## src/sld_pkg.sv

```systemverilog
// Constants and carrier types shared by the status lamp driver.
package sld_pkg;
  // ---------------------------------------------------------------
  // Timing
  // ---------------------------------------------------------------
  localparam int CLK_PERIOD_NS = 8;
  localparam int FLICKER_HALF_NS = 50000000;
  localparam int FLICKER_CYCLES = FLICKER_HALF_NS / CLK_PERIOD_NS;
  localparam int DIV_W = 24;
  localparam logic [2:0] TICK_RST = 3'h0;
  localparam logic [DIV_W-1:0] DIV_RST = 24'h000000;
  // ---------------------------------------------------------------
  // Register map
  // ---------------------------------------------------------------
  localparam logic [7:0] CTRL_OFS = 8'h00;
  localparam logic [7:0] UNIT_STATE_OFS = 8'h04;
  localparam logic [7:0] NET_STATE_OFS = 8'h08;
  localparam logic [7:0] PIN_STATUS_OFS = 8'h0c;
  localparam logic [7:0] IRQ_STATUS_OFS = 8'h10;
  localparam logic [7:0] IRQ_MASK_OFS = 8'h14;
  localparam logic [7:0] LAMP_OFS = 8'h18;
  localparam logic [3:0] CTRL_RST = 4'h0;
  localparam logic [2:0] UNIT_STATE_RST = 3'h0;
  localparam logic [7:0] NET_STATE_RST = 8'h00;
  localparam logic [5:0] IRQ_RST = 6'h00;
  // Control fields: bit 0 variant, bits 2:1 fieldbus.
  localparam int CTRL_VARIANT_BIT = 0;
  localparam int CTRL_BUS_LSB = 1;
  localparam logic VARIANT_ACCESS = 1'b0;
  localparam logic [1:0] BUS_PROFINET = 2'h0;
  // Unit state codes.
  localparam logic [2:0] ST_POWER_UP = 3'h1;
  localparam logic [2:0] ST_STANDBY = 3'h2;
  localparam logic [2:0] ST_OP_ENABLED = 3'h3;
  localparam logic [2:0] ST_FAULT_REACT = 3'h4;
  localparam logic [2:0] ST_FAULT = 3'h5;
  // Network state fields and pattern codes.
  localparam int NET_PN_LSB = 0;
  localparam int NET_PN_ERR_BIT = 2;
  localparam int NET_GRN_LSB = 4;
  localparam int NET_RED_LSB = 6;
  localparam logic [1:0] PN_MASTER = 2'h1;
  localparam logic [1:0] PN_ONLINE = 2'h2;
  localparam logic [1:0] PN_INIT_DONE = 2'h3;
  localparam logic [1:0] PAT_ON = 2'h1;
  localparam logic [1:0] PAT_BLINK = 2'h2;
  localparam logic [1:0] PAT_FLICKER = 2'h3;
  // ---------------------------------------------------------------
  // Carriers
  // ---------------------------------------------------------------
  typedef struct packed {
    logic safety_ok;
    logic aux_on;
    logic aux_uv;
    logic dc_ok;
    logic cap_full;
    logic cap_busy;
    logic [2:0] link;
    logic [2:0] act;
  } sld_sense_type;
  localparam sld_sense_type SENSE_RST = 12'h000;
  typedef struct packed {
    logic unit_state_lamp_green;
    logic unit_state_lamp_red;
    logic safety_supply_lamp_green;
    logic aux_lamp_green;
    logic aux_lamp_red;
    logic storage_bank_charge_lamp_green;
    logic network_status_lamp_green;
    logic network_status_lamp_red;
    logic [2:0] port_link_lamp_green;
  } sld_lamp_type;
  localparam sld_lamp_type LAMP_RST = 11'h000;
endpackage

```

## src/sld_status_lamp_driver.sv

```systemverilog
// Status lamp driver with APB registers, flash timing and interrupts.
//
// The register offsets and the APB interface to the registers were decided locally.
`timescale 1ns/10ps
module sld_status_lamp_driver #(
  parameter int FLICKER_CYCLES = sld_pkg::FLICKER_CYCLES
) (
  // Clock and reset
  input wire logic CORE_CLK_IN,
  input wire logic RST_IN,
  // APB slave
  input wire logic APB_PSEL_IN,
  input wire logic APB_PENABLE_IN,
  input wire logic APB_PWRITE_IN,
  input wire logic [7:0] APB_PADDR_IN,
  input wire logic [31:0] APB_PWDATA_IN,
  output logic APB_PREADY_OUT,
  output logic [31:0] APB_PRDATA_OUT,
  output logic APB_PSLVERR_OUT,
  // Monitor pins
  input wire sld_pkg::sld_sense_type SENSE_IN,
  // Lamps and interrupt
  output sld_pkg::sld_lamp_type LAMP_OUT,
  output logic IRQ_OUT
);
  // ---------------------------------------------------------------
  // Input synchronisers
  // ---------------------------------------------------------------
  sld_pkg::sld_sense_type sense_meta_q;
  sld_pkg::sld_sense_type sense_q;
  sld_pkg::sld_sense_type sense_prev_q;
  always_ff @(posedge CORE_CLK_IN)
  begin
    if (RST_IN)
    begin
      sense_meta_q <= sld_pkg::SENSE_RST;
      sense_q <= sld_pkg::SENSE_RST;
      sense_prev_q <= sld_pkg::SENSE_RST;
    end
    else
    begin
      sense_meta_q <= SENSE_IN;
      sense_q <= sense_meta_q;
      sense_prev_q <= sense_q;
    end
  end

  // ---------------------------------------------------------------
  // Shared flash divider
  // ---------------------------------------------------------------
  logic [sld_pkg::DIV_W-1:0] div_q;
  logic [2:0] tick_cnt_q;
  logic tick_q;
  logic flicker;
  logic blink;
  localparam int DIV_WIDTH = sld_pkg::DIV_W;
  localparam logic [sld_pkg::DIV_W-1:0] DIV_LAST = DIV_WIDTH'(FLICKER_CYCLES - 1);
  always_ff @(posedge CORE_CLK_IN)
  begin
    if (RST_IN)
    begin
      div_q <= sld_pkg::DIV_RST;
      tick_q <= 1'b0;
    end
    else if (div_q == DIV_LAST)
    begin
      div_q <= sld_pkg::DIV_RST;
      tick_q <= 1'b1;
    end
    else
    begin
      div_q <= div_q + 1'b1;
      tick_q <= 1'b0;
    end
  end
  always_ff @(posedge CORE_CLK_IN)
  begin
    if (RST_IN)
      tick_cnt_q <= sld_pkg::TICK_RST;
    else if (tick_q)
      tick_cnt_q <= tick_cnt_q + 1'b1;
  end
  assign flicker = tick_cnt_q[0];
  assign blink = tick_cnt_q[2];

  // ---------------------------------------------------------------
  // Registers
  // ---------------------------------------------------------------
  logic [3:0] ctrl_q;
  logic [2:0] unit_state_q;
  logic [7:0] net_state_q;
  logic [5:0] irq_status_q;
  logic [5:0] irq_mask_q;
  logic [5:0] irq_event;
  logic [31:0] rdata_d;
  logic [31:0] rdata_q;
  logic slverr_d;
  logic slverr_q;
  logic wr_en;
  logic setup;
  sld_pkg::sld_lamp_type lamp_d;
  sld_pkg::sld_lamp_type lamp_q;
  assign setup = APB_PSEL_IN && !APB_PENABLE_IN;
  assign wr_en = APB_PSEL_IN && APB_PENABLE_IN && APB_PWRITE_IN;
  always_ff @(posedge CORE_CLK_IN)
  begin
    if (RST_IN)
    begin
      ctrl_q <= sld_pkg::CTRL_RST;
      unit_state_q <= sld_pkg::UNIT_STATE_RST;
      net_state_q <= sld_pkg::NET_STATE_RST;
      irq_mask_q <= sld_pkg::IRQ_RST;
    end
    else if (wr_en)
    begin
      unique case (APB_PADDR_IN)
        sld_pkg::CTRL_OFS: ctrl_q <= APB_PWDATA_IN[3:0];
        sld_pkg::UNIT_STATE_OFS: unit_state_q <= APB_PWDATA_IN[2:0];
        sld_pkg::NET_STATE_OFS: net_state_q <= APB_PWDATA_IN[7:0];
        sld_pkg::IRQ_MASK_OFS: irq_mask_q <= APB_PWDATA_IN[5:0];
        default: ;
      endcase
    end
  end
  // Events: supply lost, undervoltage, DC link lost, port link change.
  assign irq_event = {sense_q.link ^ sense_prev_q.link,
                      sense_prev_q.dc_ok && !sense_q.dc_ok,
                      sense_q.aux_uv && !sense_prev_q.aux_uv,
                      sense_prev_q.safety_ok && !sense_q.safety_ok};
  always_ff @(posedge CORE_CLK_IN)
  begin
    if (RST_IN)
      irq_status_q <= sld_pkg::IRQ_RST;
    else if (wr_en && APB_PADDR_IN == sld_pkg::IRQ_STATUS_OFS)
      irq_status_q <= (irq_status_q & ~APB_PWDATA_IN[5:0]) | irq_event;
    else
      irq_status_q <= irq_status_q | irq_event;
  end
  assign IRQ_OUT = |(irq_status_q & irq_mask_q);
  always_comb
  begin
    rdata_d = 32'h00000000;
    slverr_d = 1'b0;
    unique case (APB_PADDR_IN)
      sld_pkg::CTRL_OFS: rdata_d[3:0] = ctrl_q;
      sld_pkg::UNIT_STATE_OFS: rdata_d[2:0] = unit_state_q;
      sld_pkg::NET_STATE_OFS: rdata_d[7:0] = net_state_q;
      sld_pkg::PIN_STATUS_OFS: rdata_d[11:0] = sense_q;
      sld_pkg::IRQ_STATUS_OFS: rdata_d[5:0] = irq_status_q;
      sld_pkg::IRQ_MASK_OFS: rdata_d[5:0] = irq_mask_q;
      sld_pkg::LAMP_OFS: rdata_d[10:0] = lamp_q;
      default: slverr_d = 1'b1;
    endcase
  end
  always_ff @(posedge CORE_CLK_IN)
  begin
    if (RST_IN)
    begin
      rdata_q <= 32'h00000000;
      slverr_q <= 1'b0;
    end
    else if (setup)
    begin
      rdata_q <= rdata_d;
      slverr_q <= slverr_d;
    end
  end
  assign APB_PREADY_OUT = 1'b1;
  assign APB_PRDATA_OUT = rdata_q;
  assign APB_PSLVERR_OUT = slverr_q && APB_PSEL_IN && APB_PENABLE_IN;

  // ---------------------------------------------------------------
  // Lamp decode
  // ---------------------------------------------------------------
  logic access_variant;
  logic [1:0] bus_sel;
  logic [1:0] pn_code;
  logic [1:0] grn_pat;
  logic [1:0] red_pat;
  logic unit_fault;
  logic unit_flash;
  assign access_variant = ctrl_q[sld_pkg::CTRL_VARIANT_BIT] == sld_pkg::VARIANT_ACCESS;
  assign bus_sel = ctrl_q[sld_pkg::CTRL_BUS_LSB +: 2];
  assign pn_code = net_state_q[sld_pkg::NET_PN_LSB +: 2];
  assign grn_pat = net_state_q[sld_pkg::NET_GRN_LSB +: 2];
  assign red_pat = net_state_q[sld_pkg::NET_RED_LSB +: 2];
  assign unit_fault = unit_state_q == sld_pkg::ST_FAULT || unit_state_q == sld_pkg::ST_FAULT_REACT;
  assign unit_flash = unit_state_q == sld_pkg::ST_STANDBY || unit_state_q == sld_pkg::ST_POWER_UP;

  function automatic logic pattern(input logic [1:0] pat, input logic bl, input logic fl);
    logic res;
    res = 1'b0;
    unique case (pat)
      sld_pkg::PAT_ON: res = 1'b1;
      sld_pkg::PAT_BLINK: res = bl;
      sld_pkg::PAT_FLICKER: res = fl;
      default: res = 1'b0;
    endcase
    return res;
  endfunction

  always_comb
  begin
    lamp_d = sld_pkg::LAMP_RST;
    // Unit state lamp, red first.
    if (unit_fault)
      lamp_d.unit_state_lamp_red = 1'b1;
    else if (!sense_q.dc_ok)
      lamp_d.unit_state_lamp_red = blink;
    else if (unit_state_q == sld_pkg::ST_OP_ENABLED)
      lamp_d.unit_state_lamp_green = 1'b1;
    else if (unit_flash)
      lamp_d.unit_state_lamp_green = blink;
    lamp_d.safety_supply_lamp_green = sense_q.safety_ok;
    // Auxiliary voltage lamp on the access variant.
    if (access_variant)
    begin
      if (sense_q.aux_uv)
        lamp_d.aux_lamp_red = 1'b1;
      else
        lamp_d.aux_lamp_green = sense_q.aux_on;
    end
    // Charge lamp on the capacitor variant.
    else if (sense_q.cap_busy)
      lamp_d.storage_bank_charge_lamp_green = blink;
    else
      lamp_d.storage_bank_charge_lamp_green = sense_q.cap_full;
    // Network status lamp.
    if (bus_sel == sld_pkg::BUS_PROFINET)
    begin
      if (net_state_q[sld_pkg::NET_PN_ERR_BIT])
        lamp_d.network_status_lamp_red = 1'b1;
      else
      begin
        unique case (pn_code)
          sld_pkg::PN_MASTER: lamp_d.network_status_lamp_green = 1'b1;
          sld_pkg::PN_ONLINE:
          begin
            lamp_d.network_status_lamp_green = 1'b1;
            lamp_d.network_status_lamp_red = 1'b1;
          end
          sld_pkg::PN_INIT_DONE: lamp_d.network_status_lamp_red = blink;
          default: ;
        endcase
      end
    end
    else if (red_pat != 2'h0)
      lamp_d.network_status_lamp_red = pattern(red_pat, blink, flicker);
    else
      lamp_d.network_status_lamp_green = pattern(grn_pat, blink, flicker);
    // Port link lamps; the capacitor variant has two ports.
    lamp_d.port_link_lamp_green = sense_q.link & ~(sense_q.act & {3{flicker}});
    if (!access_variant)
      lamp_d.port_link_lamp_green[2] = 1'b0;
  end
  always_ff @(posedge CORE_CLK_IN)
  begin
    if (RST_IN)
      lamp_q <= sld_pkg::LAMP_RST;
    else
      lamp_q <= lamp_d;
  end
  assign LAMP_OUT = lamp_q;
endmodule // sld_status_lamp_driver

```

## config.mk

```make
export PLATFORM = sky130hd
export DESIGN_NAME = sld_status_lamp_driver
export DESIGN_NICKNAME = d
export VERILOG_FILES = /design/src/sld_pkg.sv /design/src/sld_status_lamp_driver.sv
export SDC_FILE = /design/constraint.sdc
export NUM_CORES = 1
export LEC_CHECK = 0
export BUFFER_PORTS_ARGS = -buffer_cell sky130_fd_sc_hd__buf_4
export CORE_UTILIZATION = 45
export CTS_BUF_LIST = sky130_fd_sc_hd__clkbuf_8
export CTS_CLUSTER_SIZE = 28
export DETAILED_ROUTE_END_ITERATION = 10
export PLACE_DENSITY = 0.69
export SETUP_SLACK_MARGIN = 0.02
export SYNTH_ARGS = -nofsm -noshare
export SYNTH_HDL_FRONTEND = slang
export SYNTH_SLANG_ARGS = --single-unit
```

## constraint.sdc

```tcl
create_clock -name CORE_CLK_IN -period 5.9 [get_ports CORE_CLK_IN]
set_clock_uncertainty 0.15 [all_clocks]
set_input_delay 1.18 -clock CORE_CLK_IN [delete_from_list [all_inputs] [get_ports CORE_CLK_IN]]
set_output_delay 1.18 -clock CORE_CLK_IN [all_outputs]
set_load 0.01 [all_outputs]
```

==> summary.txt <==
Hold path
  – Tightest Hold Check Type: register to register

Synthesis
  – Synth async-reset ratio: 0%
  – Avg Cell Area, Syn: 9.26 sq um
  – Post-synthesis cell area: between 4000 and 5000 sq um
  – Most common cell in the netlist: dfxtp_1
  – Synth Flop Type: dfxtp_1
  – Post-synth cell types: 58
  – Synth top area share: ~46%
  – Cell taking the most area after synthesis: dfxtp_1
  – Synthesis Warnings: 0
  – Sequential-to-total area share from yosys stat: between 40% and 50%
  – Number of synthesized flops with an enable pin: 0
  – Synth top cells by count: dfxtp_1, nor2_1, mux2i_1, nor2b_1, a21oi_1
  – Flops & latches, synth: between 100 and 150
  – Syn Inst Count: between 500 and 600
  – Synth area leaders: dfxtp_1, mux2i_1, nor2b_1

Detailed routing
  – Vias per cell: ~5.3
  – Post-Route WL: roughly 11 mm
  – DRC marker count from the first detailed-route iteration: around 190
  – Drt wl/cell: between 15 and 20 um
  – Pre-antenna DRT Iters: 4
  – Post-route ant nets: 0
  – DR vias: approximately 3700
  – DRC: 0

CTS
  – Total CTS buffers: 9
  – Post-CTS sizing: 0
  – Post-CTS Setup Repair Bufs: 0
  – Reg clk slew, reported paths: 0.10 ns
  – Clock sink count: 108
  – Worst skew pair latency: between 0.3 and 0.4 ns
  – CTS hold repair buffers: 0
  – CTS Buffer Depth: 2
  – CTS tree: built
  – Root Driver: clkbuf_8
  – H-tree depth: 3

STA
  – Setup ws final: a little under 3 ns
  – Worst slew margin: 40.0%
  – Final hold viol count: 0
  – Pins Over Slew Limit: 0
  – Final setup violation count: 0
  – Slew @ Worst Pin: between 0.8 and 0.9 ns
  – Minimum clock period: 2.93 ns
  – RSZ-0062 raised after global routing: false
  – Hold Slack: approximately 0.28 ns
  – Setup TNS: 0 ns
  – Final worst-path cycle share: between 40% and 50%
  – Fmax: between 0.3 and 0.4 GHz

Power
  – Logic pwr share: around 6.7%
  – Power share of the sequential group: between 50% and 60%
  – P_sw: 0.299 mW
  – P_int: approximately 0.97 mW
  – Clock power share: 33.9%
  – Pwr Total: 1.27 mW
  – Sw frac: 23.6%
  – VDD IR-drop max: 0.117 mV
  – Pwr Density: roughly 240 nW/um^2
  – Leakage power: ~2 nW

Critical path
  – Critical path fanouts, max: 4
  – Cell family with most CP delay: buffers and inverters
  – Worst path most repeated cell: buf_4
  – CP required: roughly 4.6 ns
  – Sequence of cells on the critical path: buf_4, and3_1, buf_4
  – Arrival @ worst endpoint: approximately 1.6 ns
  – WS Path Type: primary input to output pin
  – Slowest cell on crit path: and3_1
  – Startpoint Class: primary input
  – Worst Path Buf+Inv: 2
  – Largest stage delay on the critical path: approximately 0.17 ns
  – Crit path capture type: output pin

Global route
  – First-pass GRT wire length: 17.5 mm
  – Vias in the first global route: roughly 3400
  – Grt ovf: 0
  – Pin count of the biggest net entering global routing: 77
  – Initial antenna violation count: 0
  – GRT Overall Usage: about a fifth

Placed design
  – I/O Buffers: 57
  – Cell Area, Placed: slightly above 5000 sq um
  – Pre-CTS setup slack: about 2.7 ns
  – Placer Congestion: between 0.8 and 0.9
  – HPWL after DPL: between 7 and 8 mm

Floorplanning
  – Initial Utilization: between 40% and 50%
  – Core Region: ~10000 sq um
  – # IOs: ~100
  – Die outline height: 104 um
  – Die Footprint: ~11000 sq um
  – Number of cell rows: 37
  – Horiz. Die Dim: roughly 100 um

Layout
  – Fill count: between 900 and 1000
  – Layout cells sized above 1: ~15%
  – N_diodes: 0
  – Area of the multi-input gates: ~2300 sq um
  – Synth-to-layout area growth: 12.6%
  – Final nets: around 600
  – Final Instance Area: around 5300 sq um
  – Flip-flop and latch area: roughly 2200 sq um

Flow run
  – Max-cap violations: 0

Run status
  – Status: complete, no violations
## metal layers
metal  wire [um]  global-route usage [%]  vias to the layer above  share of wire [%]
li1            -                       -                     1835                  -
met1        5160                    28.1                     1719                 48
met2        4620                    30.9                      112                 43
met3         620                    4.70                       15                5.8
met4         244                    6.63                        0                2.3
met5           0                       0                        -                  0
## worst reg2reg max path: cells and delay by family (launching register included)
family	cells	cell delay, ns
AOI/OAI and AO/OA	2	0.93
buffers and inverters	1	0.34
DFF	1	0.42
and+or+nand+nor	2	0.46
## cell type report
| class | count | share of cell area (%) |
|---|---|---|
| clock buffers | 9 | 2.33 |
| repair buffers | 58 | 8.19 |
| well taps | 136 | 3.20 |
| flip-flops and latches | 108 | 40.7 |
| multi-input cells | 360 | 43.4 |
| clock inverters | 6 | 1.11 |
| inverters | 16 | 1.13 |
## kinds of logic (layout without fill, tap and decap cells)
group,after synthesis,after routing,share of synthesized area (%)
other,2,21,0.159
buffers and inverters,61,89,6.86
AND/OR/NAND/NOR,203,203,24.5
AO/OA/AOI/OAI,78,78,10.6
adder cells (fa/ha/maj),5,5,1.27
flip-flops,108,108,45.8
multiplexers,36,36,7.68
XOR/XNOR,17,17,3.15
## power groups by stage
stage	sequential (mW)	combinational, mW	clock [mW]
finish	0.752	0.0843	0.430
global route	0.754	0.0927	0.477
CTS	0.752	0.0844	0.439
detailed placement	0.769	0.0842	0
global placement	0.769	0.0826	0
floorplan	0.766	0.0622	0
## worst paths after layout
kind | cells past startpoint | to | startpoint | slack [ns]
max | 3 | APB_PSLVERR_OUT | APB_PSEL_IN | 2.97
min | 1 | sense_q[1] | sense_meta_q[1] | 0.28
max reg2reg | 5 | div_q[20] | div_q[9] | 3.49
min reg2reg | 1 | sense_q[1] | sense_meta_q[1] | 0.28
## registers in the layout, summed over array words and instances, names as in the netlist, 3 cells and up
register	flops
ctrl_q	4
net_state_q	8
LAMP_OUT	11
APB_PRDATA_OUT	12
unit_state_q	3
sense_meta_q	12
irq_mask_q	6
tick_cnt_q	3
div_q	24
sense_prev_q	5
irq_status_q	6
sense_q	11
## stage by stage
| step | instances | util, % |
|---|---|---|
| 2_1_floorplan | 529 | - |
| 3_3_place_gp | 678 | 50.2 |
| 3_5_place_dp | 678 | 50.2 |
| 4_1_cts | 693 | 52.0 |
| 5_1_grt | 693 | 52.0 |
| 6_report | 693 | 52.0 |
## cell usage in the layout (no fill, tap or decap), types with 2 or more instances in the layout
cell and n:
a21boi_0 2, and3_1 10, nor3_1 5, or4_1 6
and4_1 3, or4_4 2, o211ai_1 3, mux2i_1 34
conb_1 21, nor2_1 54, nand2_1 22, o21ai_1 6
o21ai_0 8, nor4_1 6, dfxtp_1 108, a31oi_1 2
a22o_1 3, inv_1 18, mux2_2 2, nand2b_1 8
a211oi_1 4, a21oi_1 27, nand4_1 10, o31ai_1 5
o22ai_1 4, a22oi_1 3, xor2_1 6, or3b_2 2
nor2b_1 33, or4bb_1 2, buf_4 58, and2_1 4
xnor2_1 11, nand3_1 21, or3_1 7, nor4_4 3
clkbuf_8 9, ha_1 4
No activity file was read; power rests on OpenSTA's default activity.
